===== src/tfc_pkg.sv =====
// tfc_pkg: offsets, field layout, write masks and carriers of the trace filter control block
// assumes a single core clock; all users import the whole package
package tfc_pkg;
  localparam int ADDR_W = 12;
  localparam int CNT_W = 22;
  localparam int BYTES_W = 4;
  // register byte offsets on the debug port
  localparam logic [11:0] OFF_TS = 12'h030;
  localparam logic [11:0] OFF_SYNC = 12'h034;
  localparam logic [11:0] OFF_ID = 12'h040;
  localparam logic [11:0] OFF_VIEW = 12'h080;
  localparam logic [11:0] OFF_RANGE = 12'h084;
  localparam logic [11:0] OFF_SS = 12'h088;
  localparam logic [11:0] OFF_VIRTUAL_MACHINE_IDENTIFIER_LO = 12'h640;
  localparam logic [11:0] OFF_VIRTUAL_MACHINE_IDENTIFIER_HI = 12'h644;
  localparam logic [11:0] OFF_VIRTUAL_MACHINE_IDENTIFIER_MASK = 12'h688;
  // writable bits; everything else reads as zero except the start/stop status at SS_BIT of the view register
  localparam logic [31:0] TS_WMASK = 32'h0000_008F;
  localparam logic [31:0] SYNC_WMASK = 32'h0000_001F;
  localparam logic [31:0] ID_WMASK = 32'h0000_007F;
  localparam logic [31:0] VIEW_WMASK = 32'h007B_0C8F;
  localparam logic [31:0] RANGE_WMASK = 32'h000F_000F;
  localparam logic [31:0] SS_WMASK = 32'h00FF_00FF;
  localparam logic [31:0] VMASK_WMASK = 32'h0000_000F;
  localparam logic [31:0] ZERO_WORD = 32'h0000_0000;
  // field positions
  localparam int TYPE_BIT = 7;
  localparam int NS_LSB = 20;
  localparam int S_LSB = 16;
  localparam int ERR_BIT = 11;
  localparam int RST_BIT = 10;
  localparam int SS_BIT = 9;
  localparam int EXCL_LSB = 16;
  localparam int STOP_LSB = 16;
  localparam logic [4:0] PERIOD_OFF = 5'h00;
  localparam logic [4:0] PERIOD_MAX = 5'h14;
  localparam logic [1:0] LVL_TOP = 2'h3;
  localparam logic [1:0] LVL_HYP = 2'h2;
  localparam logic [CNT_W-1:0] CNT_ONE = 22'h00_0001;
  localparam logic [CNT_W-1:0] CNT_ZERO = 22'h00_0000;

  // one register access from either port
  typedef struct packed {
    logic valid;
    logic write;
    logic [ADDR_W-1:0] addr;
    logic [31:0] wdata;
  } tfc_req_t;

  // one retired instruction or exception from the core
  typedef struct packed {
    logic valid;
    logic secure;
    logic [1:0] level;
    logic serror;
    logic reset_exc;
  } tfc_instr_t;

  // resource event chosen by a type bit and a four-bit single or three-bit pair selector
  function automatic logic tfc_pick(input logic [7:0] ctl, input logic [15:0] single,
                                    input logic [7:0] pair);
    if (ctl[TYPE_BIT]) begin
      return pair[ctl[2:0]];
    end
    return single[ctl[3:0]];
  endfunction

  // period in bytes, out-of-range programming clamped to the largest period
  function automatic logic [CNT_W-1:0] tfc_period_bytes(input logic [4:0] n);
    return CNT_ONE << ((n > PERIOD_MAX) ? PERIOD_MAX : n);
  endfunction
endpackage


===== src/tfc_trace_filter.sv =====
// tfc_trace_filter: register file, sync period, timestamp and instruction trace filtering
// assumes all inputs come from logic on core_clk; debug and memory-mapped ports are simple
// request/acknowledge ports with one-cycle answers.
`timescale 1ns/1ps
module tfc_trace_filter
  import tfc_pkg::*;
(
  input wire logic core_clk,
  input wire logic nrst,
  input wire tfc_req_t dbg_req,
  output logic dbg_ack,
  output logic [31:0] dbg_rdata,
  input wire tfc_req_t mm_req,
  output logic mm_ack,
  output logic [31:0] mm_rdata,
  input wire logic trace_unit_enabled,
  input wire logic [BYTES_W-1:0] trace_bytes,
  input wire logic other_sync,
  input wire logic [15:0] single_res,
  input wire logic [7:0] pair_res,
  input wire logic [3:0] range_hit,
  input wire logic [7:0] addr_hit,
  input wire logic [31:0] cur_virtual_machine_identifier,
  input wire tfc_instr_t instr,
  output logic sync_req,
  output logic [6:0] stream_identifier,
  output logic ts_insert,
  output logic instr_traced,
  output logic start_stop_state,
  output logic virtual_machine_identifier_match
);

  logic [31:0] ts_ctl;
  logic [31:0] sync_period;
  logic [31:0] id_reg;
  logic [31:0] view_ctl;
  logic [31:0] range_sel;
  logic [31:0] ss_sel;
  logic [31:0] virtual_machine_identifier_value;
  logic [31:0] virtual_machine_identifier_mask;
  logic [CNT_W-1:0] byte_cnt;
  logic [CNT_W-1:0] next_cnt;
  logic [CNT_W-1:0] period_bytes;
  logic periodic_hit;
  logic prev_traced;
  logic view_event;
  logic level_ok;
  logic included;
  logic excluded;
  logic view_now;
  logic next_traced;
  logic start_hit;
  logic stop_hit;
  logic dbg_wr;
  logic mm_wr;
  logic sync_wr;
  logic virtual_machine_identifier_wr;
  logic [31:0] virtual_machine_identifier_wdata;
  logic next_match;

  // write strobes; the debug port wins when both ports write the value in one cycle
  assign dbg_wr = dbg_req.valid & dbg_req.write;
  assign mm_wr = mm_req.valid & mm_req.write;
  assign sync_wr = dbg_wr & (dbg_req.addr == OFF_SYNC);
  assign virtual_machine_identifier_wr = ((dbg_wr & (dbg_req.addr == OFF_VIRTUAL_MACHINE_IDENTIFIER_LO)) |
                    (mm_wr & (mm_req.addr == OFF_VIRTUAL_MACHINE_IDENTIFIER_LO))) & ~trace_unit_enabled;
  assign virtual_machine_identifier_wdata = (dbg_wr & (dbg_req.addr == OFF_VIRTUAL_MACHINE_IDENTIFIER_LO)) ? dbg_req.wdata : mm_req.wdata;

  // control registers; unwritable bits are dropped on the way in so they read zero, apart from the view status bit
  always_ff @(posedge core_clk or negedge nrst) begin
    if (!nrst) begin
      ts_ctl <= ZERO_WORD;
      sync_period <= ZERO_WORD;
      id_reg <= ZERO_WORD;
      view_ctl <= ZERO_WORD;
      range_sel <= ZERO_WORD;
      ss_sel <= ZERO_WORD;
      virtual_machine_identifier_mask <= ZERO_WORD;
    end else if (dbg_wr) begin
      unique case (dbg_req.addr)
        OFF_TS: ts_ctl <= dbg_req.wdata & TS_WMASK;
        OFF_SYNC: sync_period <= dbg_req.wdata & SYNC_WMASK;
        OFF_ID: id_reg <= dbg_req.wdata & ID_WMASK;
        OFF_VIEW: view_ctl <= dbg_req.wdata & VIEW_WMASK;
        OFF_RANGE: range_sel <= dbg_req.wdata & RANGE_WMASK;
        OFF_SS: ss_sel <= dbg_req.wdata & SS_WMASK;
        OFF_VIRTUAL_MACHINE_IDENTIFIER_MASK: virtual_machine_identifier_mask <= dbg_req.wdata & VMASK_WMASK;
        default: ;
      endcase
    end
  end

  // identifier value, locked while tracing so a live comparison never sees a torn value
  always_ff @(posedge core_clk or negedge nrst) begin
    if (!nrst) begin
      virtual_machine_identifier_value <= ZERO_WORD;
    end else if (virtual_machine_identifier_wr) begin
      virtual_machine_identifier_value <= virtual_machine_identifier_wdata;
    end
  end

  // debug port read data and acknowledge, one cycle after the request
  always_ff @(posedge core_clk or negedge nrst) begin
    if (!nrst) begin
      dbg_ack <= 1'b0;
      dbg_rdata <= ZERO_WORD;
    end else begin
      dbg_ack <= dbg_req.valid;
      dbg_rdata <= ZERO_WORD;
      if (dbg_req.valid & ~dbg_req.write) begin
        unique case (dbg_req.addr)
          OFF_TS: dbg_rdata <= ts_ctl;
          OFF_SYNC: dbg_rdata <= sync_period;
          OFF_ID: dbg_rdata <= id_reg;
          OFF_VIEW: dbg_rdata <= view_ctl | (32'(start_stop_state) << SS_BIT);
          OFF_RANGE: dbg_rdata <= range_sel;
          OFF_SS: dbg_rdata <= ss_sel;
          OFF_VIRTUAL_MACHINE_IDENTIFIER_LO: dbg_rdata <= virtual_machine_identifier_value;
          OFF_VIRTUAL_MACHINE_IDENTIFIER_MASK: dbg_rdata <= virtual_machine_identifier_mask;
          default: dbg_rdata <= ZERO_WORD; // reserved upper half and unmapped read zero
        endcase
      end
    end
  end

  // memory-mapped port only maps the identifier value
  always_ff @(posedge core_clk or negedge nrst) begin
    if (!nrst) begin
      mm_ack <= 1'b0;
      mm_rdata <= ZERO_WORD;
    end else begin
      mm_ack <= mm_req.valid;
      mm_rdata <= (mm_req.valid & ~mm_req.write & (mm_req.addr == OFF_VIRTUAL_MACHINE_IDENTIFIER_LO)) ?
                  virtual_machine_identifier_value : ZERO_WORD;
    end
  end

  assign stream_identifier = id_reg[6:0];

  // byte counter: remainder carried so bursts straddling the period are not lost;
  // a period write restarts the count so a shorter period cannot burst out a backlog
  assign period_bytes = tfc_period_bytes(sync_period[4:0]);
  assign next_cnt = byte_cnt + CNT_W'(trace_bytes);
  assign periodic_hit = (sync_period[4:0] != PERIOD_OFF) && (next_cnt >= period_bytes);

  always_ff @(posedge core_clk or negedge nrst) begin
    if (!nrst) begin
      byte_cnt <= CNT_ZERO;
    end else if (sync_period[4:0] == PERIOD_OFF) begin
      byte_cnt <= CNT_ZERO;
    end else if (sync_wr) begin
      byte_cnt <= CNT_ZERO;
    end else if (periodic_hit) begin
      byte_cnt <= next_cnt - period_bytes;
    end else begin
      byte_cnt <= next_cnt;
    end
  end

  // sync and timestamp requests are registered pulses
  always_ff @(posedge core_clk or negedge nrst) begin
    if (!nrst) begin
      sync_req <= 1'b0;
      ts_insert <= 1'b0;
    end else begin
      sync_req <= periodic_hit | other_sync;
      ts_insert <= tfc_pick(ts_ctl[7:0], single_res, pair_res);
    end
  end

  // start/stop logic; stop wins if both fire so a shared comparator cannot restart trace
  assign start_hit = |(ss_sel[7:0] & addr_hit);
  assign stop_hit = |(ss_sel[STOP_LSB+7:STOP_LSB] & addr_hit);

  always_ff @(posedge core_clk or negedge nrst) begin
    if (!nrst) begin
      start_stop_state <= 1'b0;
    end else if (stop_hit) begin
      start_stop_state <= 1'b0;
    end else if (start_hit) begin
      start_stop_state <= 1'b1;
    end
  end

  // view decision: event, level gate, include/exclude ranges and start/stop state
  assign view_event = tfc_pick(view_ctl[7:0], single_res, pair_res);
  always_comb begin
    level_ok = 1'b0;
    if (instr.secure) begin
      // level 2 has no secure gate and never passes the level check
      if (instr.level != LVL_HYP) begin
        level_ok = ~view_ctl[S_LSB + 32'(instr.level)];
      end
    end else if (instr.level != LVL_TOP) begin
      level_ok = ~view_ctl[NS_LSB + 32'(instr.level)];
    end
  end
  assign included = (range_sel[3:0] == 4'h0) | (|(range_sel[3:0] & range_hit));
  assign excluded = |(range_sel[EXCL_LSB+3:EXCL_LSB] & range_hit);
  assign view_now = view_event & level_ok & included & ~excluded & start_stop_state;

  // exceptions follow the previous item unless forced by their control bit
  always_comb begin
    if (instr.serror) begin
      next_traced = view_ctl[ERR_BIT] | prev_traced;
    end else if (instr.reset_exc) begin
      next_traced = view_ctl[RST_BIT] | prev_traced;
    end else begin
      next_traced = view_now;
    end
  end

  always_ff @(posedge core_clk or negedge nrst) begin
    if (!nrst) begin
      prev_traced <= 1'b0;
      instr_traced <= 1'b0;
    end else begin
      instr_traced <= instr.valid & next_traced;
      if (instr.valid) begin
        prev_traced <= next_traced;
      end
    end
  end

  // masked identifier comparison, one byte per mask bit
  always_comb begin
    next_match = 1'b1;
    for (int b = 0; b < 4; b++) begin
      if (!virtual_machine_identifier_mask[b] && (cur_virtual_machine_identifier[8*b +: 8] != virtual_machine_identifier_value[8*b +: 8])) begin
        next_match = 1'b0;
      end
    end
  end

  always_ff @(posedge core_clk or negedge nrst) begin
    if (!nrst) begin
      virtual_machine_identifier_match <= 1'b0;
    end else begin
      virtual_machine_identifier_match <= next_match;
    end
  end
endmodule


===== config.mk =====
export PLATFORM = sky130hd
export DESIGN_NAME = tfc_trace_filter
export DESIGN_NICKNAME = d
export VERILOG_FILES = /design/src/tfc_pkg.sv /design/src/tfc_trace_filter.sv
export SDC_FILE = /design/constraint.sdc
export NUM_CORES = 1
export LEC_CHECK = 0
export ABC_AREA = 1
export BUFFER_PORTS_ARGS = -buffer_cell sky130_fd_sc_hd__buf_2
export CORE_ASPECT_RATIO = 1.1
export CORE_MARGIN = 1.5
export CORE_UTILIZATION = 50
export DETAILED_ROUTE_END_ITERATION = 8
export PLACE_DENSITY = 0.75
export RECOVER_POWER = 50
export SYNTH_ARGS = -nofsm -noshare
export SYNTH_HDL_FRONTEND = slang
export SYNTH_SLANG_ARGS = --single-unit

===== constraint.sdc =====
create_clock -name core_clk -period 3.7 [get_ports core_clk]
set_input_delay 0.555 -clock core_clk [delete_from_list [all_inputs] [get_ports core_clk]]
set_output_delay 0.555 -clock core_clk [all_outputs]
set_load 0.03 [all_outputs]

# [Word-level counts from Yosys, hierarchy flattened]
# Index checks and enable logic that the tools add are counted.
[totals] register_bits=184 latch_bits=0 ramBits=0 mem_bits_ro=0 in_bits=174 out_inout_bits=78 wordCells=138 mem_count=0
[op_classes] add_sub_neg=4 multipliers=0 n_div=0 order_cmp=8 n_eq_ne=15 n_shift=1 mux=37 n_bitwise=30 reduce_logical=24
[op_table] operator="32-bit case mux with 8 select lines" count=1
[op_table] operator="32-bit 2-to-1 mux" count=3
[op_table] operator="22-bit 2-to-1 mux" count=3
[op_table] operator="12-bit by 11-bit equality test with 1-bit output, second input constant" count=3
[op_table] operator="12-bit by 8-bit equality test with 1-bit output, second input constant" count=3
[op_table] operator="8-bit != test" count=4
[op_table] operator="12-bit by 6-bit equality test with 1-bit output, second input constant" count=2
[op_table] operator="1-bit 2-to-1 mux" count=23
[op_table] operator="23-bit by 10-bit bitwise OR with 23-bit output" count=1
[op_table] operator="22-bit by 4-bit adder with 22-bit output" count=1
[op_table] operator="22-bit greater-or-equal comparator" count=1
[op_table] operator="1-bit by 5-bit left shift with 22-bit output, first input constant" count=1
[op_table] operator="22-bit subtractor" count=1
[op_table] operator="8-bit AND" count=2
[op_table] operator="8-bit OR reduction" count=2
[op_table] operator="1-bit AND" count=14
[op_table] operator="2-bit AND reduction" count=7
[op_table] operator="5-bit by 2-bit adder with 6-bit output, first input constant" count=2
[op_table] operator="12-bit by 7-bit equality test with 1-bit output, second input constant" count=1
[op_table] operator="6-bit less-than comparator, second input constant" count=2
[op_table] operator="1-bit binary-select mux with 5-bit select" count=2
[op_table] operator="4-bit by 5-bit less-than comparator with 1-bit output, second input constant" count=2
[op_table] operator="4-bit AND" count=2
[op_table] operator="1-bit binary-select mux with 4-bit select" count=2
[op_table] operator="other kinds (14)" count=34

# [Longest topological paths before layout]
[depth] ltp_word=13 mapped_depth=23 mapped_depth_nobuf=22

# [Worst setup path before layout]
# No wires, ideal clock.
[synth_timing] kind="input to register" start="in trace_bytes[0]" end="reg byte_cnt[18]" setup_time_ns=0.118 arrival_time_ns=3.316 required_time_ns=3.582 setup_slack_ns=0.266 stages=20 n_path_buf=1 path_cell_list="ha_1 inv_1 fa_1 o21ai_1 nand2_1 nor2_1 nand2_1 xor2_1 inv_1 ha_1 nand2_2 inv_2 nand2_1 nor3_2 nand3_2 nand4_4 nand2_4 buf_6 a21oi_1 nor2_1"
[synth_between] elab_chain_cells=6 word_cells_on_any_way=7 cone_classes="add/sub (2); order compare (1); mux (3); reduce/logical (1)"
[synth_lines] item="start: declaration" line="tfc_trace_filter.sv:17" rtl="input wire logic [BYTES_W-1:0] trace_bytes,"
[synth_lines] item="22-bit by 4-bit adder with 22-bit output (*)" line="tfc_trace_filter.sv:143" rtl="assign next_cnt = byte_cnt + CNT_W'(trace_bytes);"
[synth_lines] item="22-bit greater-or-equal comparator" line="tfc_trace_filter.sv:144" rtl="assign periodic_hit = (sync_period[4:0] != PERIOD_OFF) && (next_cnt >= period_bytes);"
[synth_lines] item="1-bit logical AND" line="tfc_trace_filter.sv:144"
[synth_lines] item="22-bit 2-to-1 mux (*)" line="tfc_trace_filter.sv:153" rtl="end else if (periodic_hit) begin"
[synth_lines] item="22-bit 2-to-1 mux (*)" line="tfc_trace_filter.sv:151" rtl="end else if (sync_wr) begin"
[synth_lines] item="22-bit 2-to-1 mux (*)" line="tfc_trace_filter.sv:149" rtl="end else if (sync_period[4:0] == PERIOD_OFF) begin"
[synth_lines] item="end signal: assignment" line="tfc_trace_filter.sv:154" rtl="byte_cnt <= next_cnt - period_bytes;"
[synth_lines] item="end signal: assignment" line="tfc_trace_filter.sv:156" rtl="byte_cnt <= next_cnt;"
[synth_lines] item="end: declaration" line="tfc_trace_filter.sv:41" rtl="logic [CNT_W-1:0] byte_cnt;"
# Every way passes the cells marked *; elsewhere a longest branch is shown, timed or not.
# A chain may end at the register's enable or synchronous reset.

# [Worst setup path after layout]
[layout_timing] start="reg byte_cnt[0]" end="reg byte_cnt[17]"
[layout_between] elab_chain_cells=6 word_cells_on_any_way=7 cone_classes="add/sub (2); order compare (1); mux (3); reduce/logical (1)"
[layout_lines] item="22-bit by 4-bit adder with 22-bit output (*)" line="tfc_trace_filter.sv:143"
[layout_lines] item="22-bit greater-or-equal comparator" line="tfc_trace_filter.sv:144"
[layout_lines] item="1-bit logical AND" line="tfc_trace_filter.sv:144"
[layout_lines] item="22-bit 2-to-1 mux (*)" line="tfc_trace_filter.sv:153"
[layout_lines] item="22-bit 2-to-1 mux (*)" line="tfc_trace_filter.sv:151"
[layout_lines] item="22-bit 2-to-1 mux (*)" line="tfc_trace_filter.sv:149"
# Marks and branches as above.

==> metrics.txt <==
# TYPE chip_impl_metric gauge
chip_impl_metric{name="clkSlewWorstSetupHoldPaths",unit="ns"} 0.08
chip_impl_info{name="postSynth.topFlopCell",value="dfrtp_1"} 1
chip_impl_metric{name="cellInternalPower",unit="mW"} 3.09
chip_impl_info{name="min_delay_startpoint",value="mm_req[45]"} 1
chip_impl_metric{name="period_minus_slack",unit="ns"} 3.48
chip_impl_metric{name="slew_violations",unit=""} 140
chip_impl_metric{name="avgSynthCellArea",unit="sq um"} 7.35
chip_impl_metric{name="clkSinkCount",unit=""} 184
chip_impl_info{name="reg_to_reg_startpoint",value="byte_cnt[0]$_DFF_PN0_"} 1
chip_impl_metric{name="period_share",unit="%"} 94.0
chip_impl_metric{name="post_synth_inst_count",unit=""} 1469
chip_impl_metric{name="synth_simple_gate_area_share",unit="%"} 27.7
chip_impl_metric{name="arrival",unit="ns"} 3.81
chip_impl_metric{name="grt_max_degree",unit=""} 108
chip_impl_metric{name="yosys.cell_types.count",unit=""} 49
chip_impl_metric{name="port_buffers",unit=""} 251
chip_impl_metric{name="synth-seq-area-share",unit="%"} 42.7
chip_impl_metric{name="antenna_found_initial",unit=""} 3
chip_impl_metric{name="first_global_vias",unit=""} 10400
chip_impl_metric{name="drt_pre_antenna_iters",unit=""} 5
chip_impl_metric{name="placementRows",unit=""} 56
chip_impl_info{name="hold_class",value="in2reg"} 1
chip_impl_metric{name="postcts_resize_cnt",unit=""} 0
chip_impl_metric{name="cts-hold-fix-buffers",unit=""} 0
chip_impl_metric{name="setup_viol",unit=""} 0
chip_impl_info{name="netlist_top_cells_area",value="dfrtp_1 43%, nand2_1 13%, inv_1 6.6%, nor2_1 6.4%, o21ai_0 6.1%"} 1
chip_impl_metric{name="floorplan.initialDensity",unit="%"} 50.8
chip_impl_metric{name="synth_xor_area_share",unit="%"} 3.65
chip_impl_metric{name="die_height",unit="um"} 157
chip_impl_metric{name="maximum_fanout_encountered_on_the_critical_timing_path",unit=""} 10
chip_impl_metric{name="ys_ff_latch",unit=""} 184
chip_impl_metric{name="ff2ff_path_depth",unit=""} 18
chip_impl_metric{name="synth_top_cell_area_share",unit="%"} 42.7
chip_impl_metric{name="maxClockFrequency",unit="MHz"} 287
chip_impl_metric{name="async_flop_share",unit="%"} 100
chip_impl_metric{name="peak_vdd_ir",unit="V"} 0.000319
chip_impl_metric{name="core_area",unit="sq um"} 21200
chip_impl_info{name="clock_tree_from_tritoncts",value="yes"} 1
chip_impl_info{name="crit_path_start_kind",value="register"} 1
chip_impl_info{name="largest_family_of_logic_cells_by_synthesized_area",value="simple AND/OR/NAND/NOR gates"} 1
chip_impl_metric{name="relative_area_change_from_synthesis_to_final_layout",unit="%"} 21.3
chip_impl_metric{name="routabilityCongestion",unit=""} 0.974
chip_impl_metric{name="power_per_cell_area",unit="nW/um^2"} 326
chip_impl_metric{name="ant_nets",unit=""} 0
chip_impl_metric{name="detailed_place_hpwl",unit="mm"} 26.4
chip_impl_metric{name="hold_viol_final",unit=""} 0
chip_impl_metric{name="number_of_synthesized_flops_with_an_enable_pin",unit=""} 0
chip_impl_metric{name="grt_pass1_wl",unit="mm"} 53.1
chip_impl_metric{name="holdPathStages",unit=""} 1
chip_impl_metric{name="num-fill-cells",unit=""} 1978
chip_impl_metric{name="globalRoute.totalOverflow",unit=""} 0
chip_impl_info{name="clk_root_buffer_cell",value="clkbuf_16"} 1
chip_impl_info{name="layout_top_registers",value="dbg_rdata (32), mm_rdata (32), virtual_machine_identifier_value (32)"} 1
chip_impl_metric{name="actual_transition_at_the_worst_max_transition_pin",unit="ns"} 2.65
chip_impl_metric{name="pwr-share-clk",unit="%"} 44.3
chip_impl_metric{name="nNetsFinal",unit=""} 1927
chip_impl_metric{name="post-cts-setup-buffer-count",unit=""} 0
chip_impl_info{name="whs_endpoint",value="mm_ack$_DFF_PN0_"} 1
chip_impl_metric{name="top_level_ports",unit=""} 252
chip_impl_metric{name="cts_htree_levels",unit=""} 4
chip_impl_metric{name="worst_slack",unit="ns"} 0.221
chip_impl_metric{name="dpl_cell_area",unit="sq um"} 12500
chip_impl_metric{name="yosys_warnings",unit=""} 0
chip_impl_metric{name="die_area",unit="sq um"} 22500
chip_impl_metric{name="synth_fp_nets",unit=""} 1671
chip_impl_metric{name="post-place-ws",unit="ns"} -0.0851
chip_impl_metric{name="critical_path_required",unit="ns"} 4.03
chip_impl_metric{name="synth.area.mux_share",unit="%"} 1.30
chip_impl_metric{name="reg2reg_setup_slack",unit="ns"} 0.22
chip_impl_metric{name="clockBufferDepth",unit=""} 2
chip_impl_metric{name="synthesized_area_fraction_occupied_by_adder_cells",unit="%"} 3.39
chip_impl_metric{name="tns",unit="ns"} 0
chip_impl_metric{name="grt_util_all_layers",unit="%"} 30.8
chip_impl_metric{name="cellLeakagePower",unit="nW"} 6.99
chip_impl_info{name="endpoint_kind_of_the_worst_setup_timing_path",value="register"} 1
chip_impl_metric{name="post_drt_wl_per_cell",unit="um"} 16.6
chip_impl_info{name="criticalPathCategory",value="reg2reg"} 1
chip_impl_info{name="crit-reg2reg-capture",value="byte_cnt[17]$_DFF_PN0_"} 1
chip_impl_metric{name="final_cell_area",unit="sq um"} 13100
chip_impl_metric{name="syn-cell-area",unit="sq um"} 10800
chip_impl_info{name="run_status",value="finished, violations left"} 1
chip_impl_metric{name="seqPwrFrac",unit="%"} 47.5
chip_impl_info{name="failed_checks",value="capacitance limit, slew limit"} 1
chip_impl_metric{name="totalWireLength",unit="mm"} 33.6
chip_impl_info{name="synth.largest_area_cell",value="dfrtp_1"} 1
chip_impl_metric{name="finalClockSkew",unit="ns"} 0.0102
chip_impl_metric{name="vias_per_cell",unit=""} 5.25
chip_impl_metric{name="initial_drc_count",unit=""} 702
chip_impl_metric{name="worst_slew_margin_rel",unit="%"} -76.6
chip_impl_metric{name="combinationalPowerShare",unit="%"} 8.2
chip_impl_metric{name="via_count",unit=""} 10700
chip_impl_metric{name="drive_gt1_share",unit="%"} 19.4
chip_impl_metric{name="max_cap_violations",unit=""} 2
chip_impl_metric{name="power.net_switching",unit="mW"} 1.19
chip_impl_metric{name="chipWidth",unit="um"} 143
chip_impl_metric{name="route.detailed.drc",unit=""} 0
chip_impl_metric{name="cts_buffers",unit=""} 17
chip_impl_metric{name="synth-compound-area-share",unit="%"} 12.6
chip_impl_metric{name="clock_insertion_delay_worst_skew",unit="ns"} 0.44
chip_impl_metric{name="power.share.switching",unit="%"} 27.7
critical path: stages (launching register included):
cell,delay [ns]
dfrtp_1,0.35
ha_1,0.16
inv_1,0.05
fa_1,0.40
o21ai_2,0.20
buf_4,0.14
buf_4,0.11
nand4_1,0.13
xor2_1,0.25
inv_1,0.07
ha_1,0.29
nand2_1,0.13
nor3_2,0.27
nand3_2,0.13
nand4_4,0.13
nand2_4,0.11
buf_4,0.18
a21oi_1,0.21
nor2_1,0.07
cell usage after synthesis (3+ instances only):
cell type and number:
inv_1 190, ha_1 26, clkbuf_1 25, nor2_1 183, xnor2_1 17, a21oi_1 73, xor2_1 28, o21ai_1 4
o21ai_0 132, mux2i_1 14, clkinv_1 4, a221oi_1 16, or2_2 4, dfrtp_1 184, buf_4 3, nand3b_1 6
buf_2 12, nand4_1 25, nand2_2 5, nor3_1 31, nor2_2 4, nand3_1 69, nand2_1 375, o22ai_1 6
kinds of logic (layout without fill, tap and decap cells):
family,after synthesis,count (layout)
AOI/OAI and AO/OA,247,247
xor gates and xnor gates,45,45
adders and majority gates,28,28
buffers and inverters,238,507
and+or+nand+nor,712,712
DFF,184,184
other,1,2
muxes,14,14
area by class of cell:
| type | instances | area [sq um] | share of cell area (%) |
|---|---|---|---|
| Clock inverter | 15 | 195 | 1.49 |
| Multi-Input combinational cell | 1047 | 5290 | 40.4 |
| Clock buffer | 17 | 425 | 3.25 |
| Inverter | 196 | 736 | 5.62 |
| Tap cell | 290 | 363 | 2.77 |
| Sequential cell | 184 | 4600 | 35.2 |
| Antenna cell | 1 | 2.50 | 0.0191 |
| Timing Repair Buffer | 279 | 1480 | 11.3 |
metrics by stage:
| stage | std cells | hold WS (ns) | util, % | total power [mW] |
|---|---|---|---|---|
| after floorplan | 1469 | 0.259 | - | 2.21 |
| after global placement | 1996 | 0.466 | 58.7 | 2.42 |
| after detailed placement | 1996 | 0.473 | 58.7 | 2.42 |
| after CTS | 2028 | 0.224 | 61.6 | 4.29 |
| after global routing | 2029 | 0.233 | 61.7 | 4.41 |
| final | 2029 | 0.237 | 61.7 | 4.27 |
layer usage:
metal	track usage (%)	vias to the layer above	wire, um
li1	-	5245	-
met1	39.0	4924	13800
met2	51.6	418	16300
met3	6.75	70	2390
met4	11.3	4	1050
met5	0	-	27
worst max-delay path by stage:
stage / from / end / slack, ns
6_report: byte_cnt[0]$_DFF_PN0_ / byte_cnt[17]$_DFF_PN0_ / 0.22
5_1_grt: sync_period[2]$_DFFE_PN0P_ / byte_cnt[13]$_DFF_PN0_ / -0.006
4_1_cts: byte_cnt[0]$_DFF_PN0_ / byte_cnt[21]$_DFF_PN0_ / 0.21
3_5_place_dp: trace_bytes[0] / byte_cnt[21]$_DFF_PN0_ / -0.09
3_3_place_gp: trace_bytes[2] / byte_cnt[21]$_DFF_PN0_ / -0.04
2_1_floorplan: trace_bytes[0] / byte_cnt[18]$_DFF_PN0_ / 0.27
cell usage in the layout, fill, tap and decap left out, types with 6 or more instances in the layout:
| cell type | n |
|---|---|
| o22ai_1 | 6 |
| ha_1 | 25 |
| o21ai_0 | 132 |
| a21oi_1 | 72 |
| mux2i_1 | 14 |
| nand3b_1 | 6 |
| a221oi_1 | 16 |
| nand2_2 | 7 |
| clkbuf_16 | 17 |
| xor2_1 | 28 |
| nor2_1 | 183 |
| inv_1 | 190 |
| xnor2_1 | 16 |
| dfrtp_1 | 184 |
| buf_4 | 24 |
| nand3_1 | 69 |
| buf_2 | 248 |
| nand4_1 | 25 |
| nand2_1 | 373 |
| nor3_1 | 31 |
power by group through the flow:
stage / sequential (mW) / combinational, mW / clock (mW)
finish: 2.03 / 0.352 / 1.89
global route: 2.03 / 0.394 / 1.99
CTS: 2.03 / 0.355 / 1.91
detailed placement: 2.07 / 0.354 / 0
global placement: 2.07 / 0.350 / 0
floorplan: 2.08 / 0.138 / 0
Power figures use the tool's default switching activity.
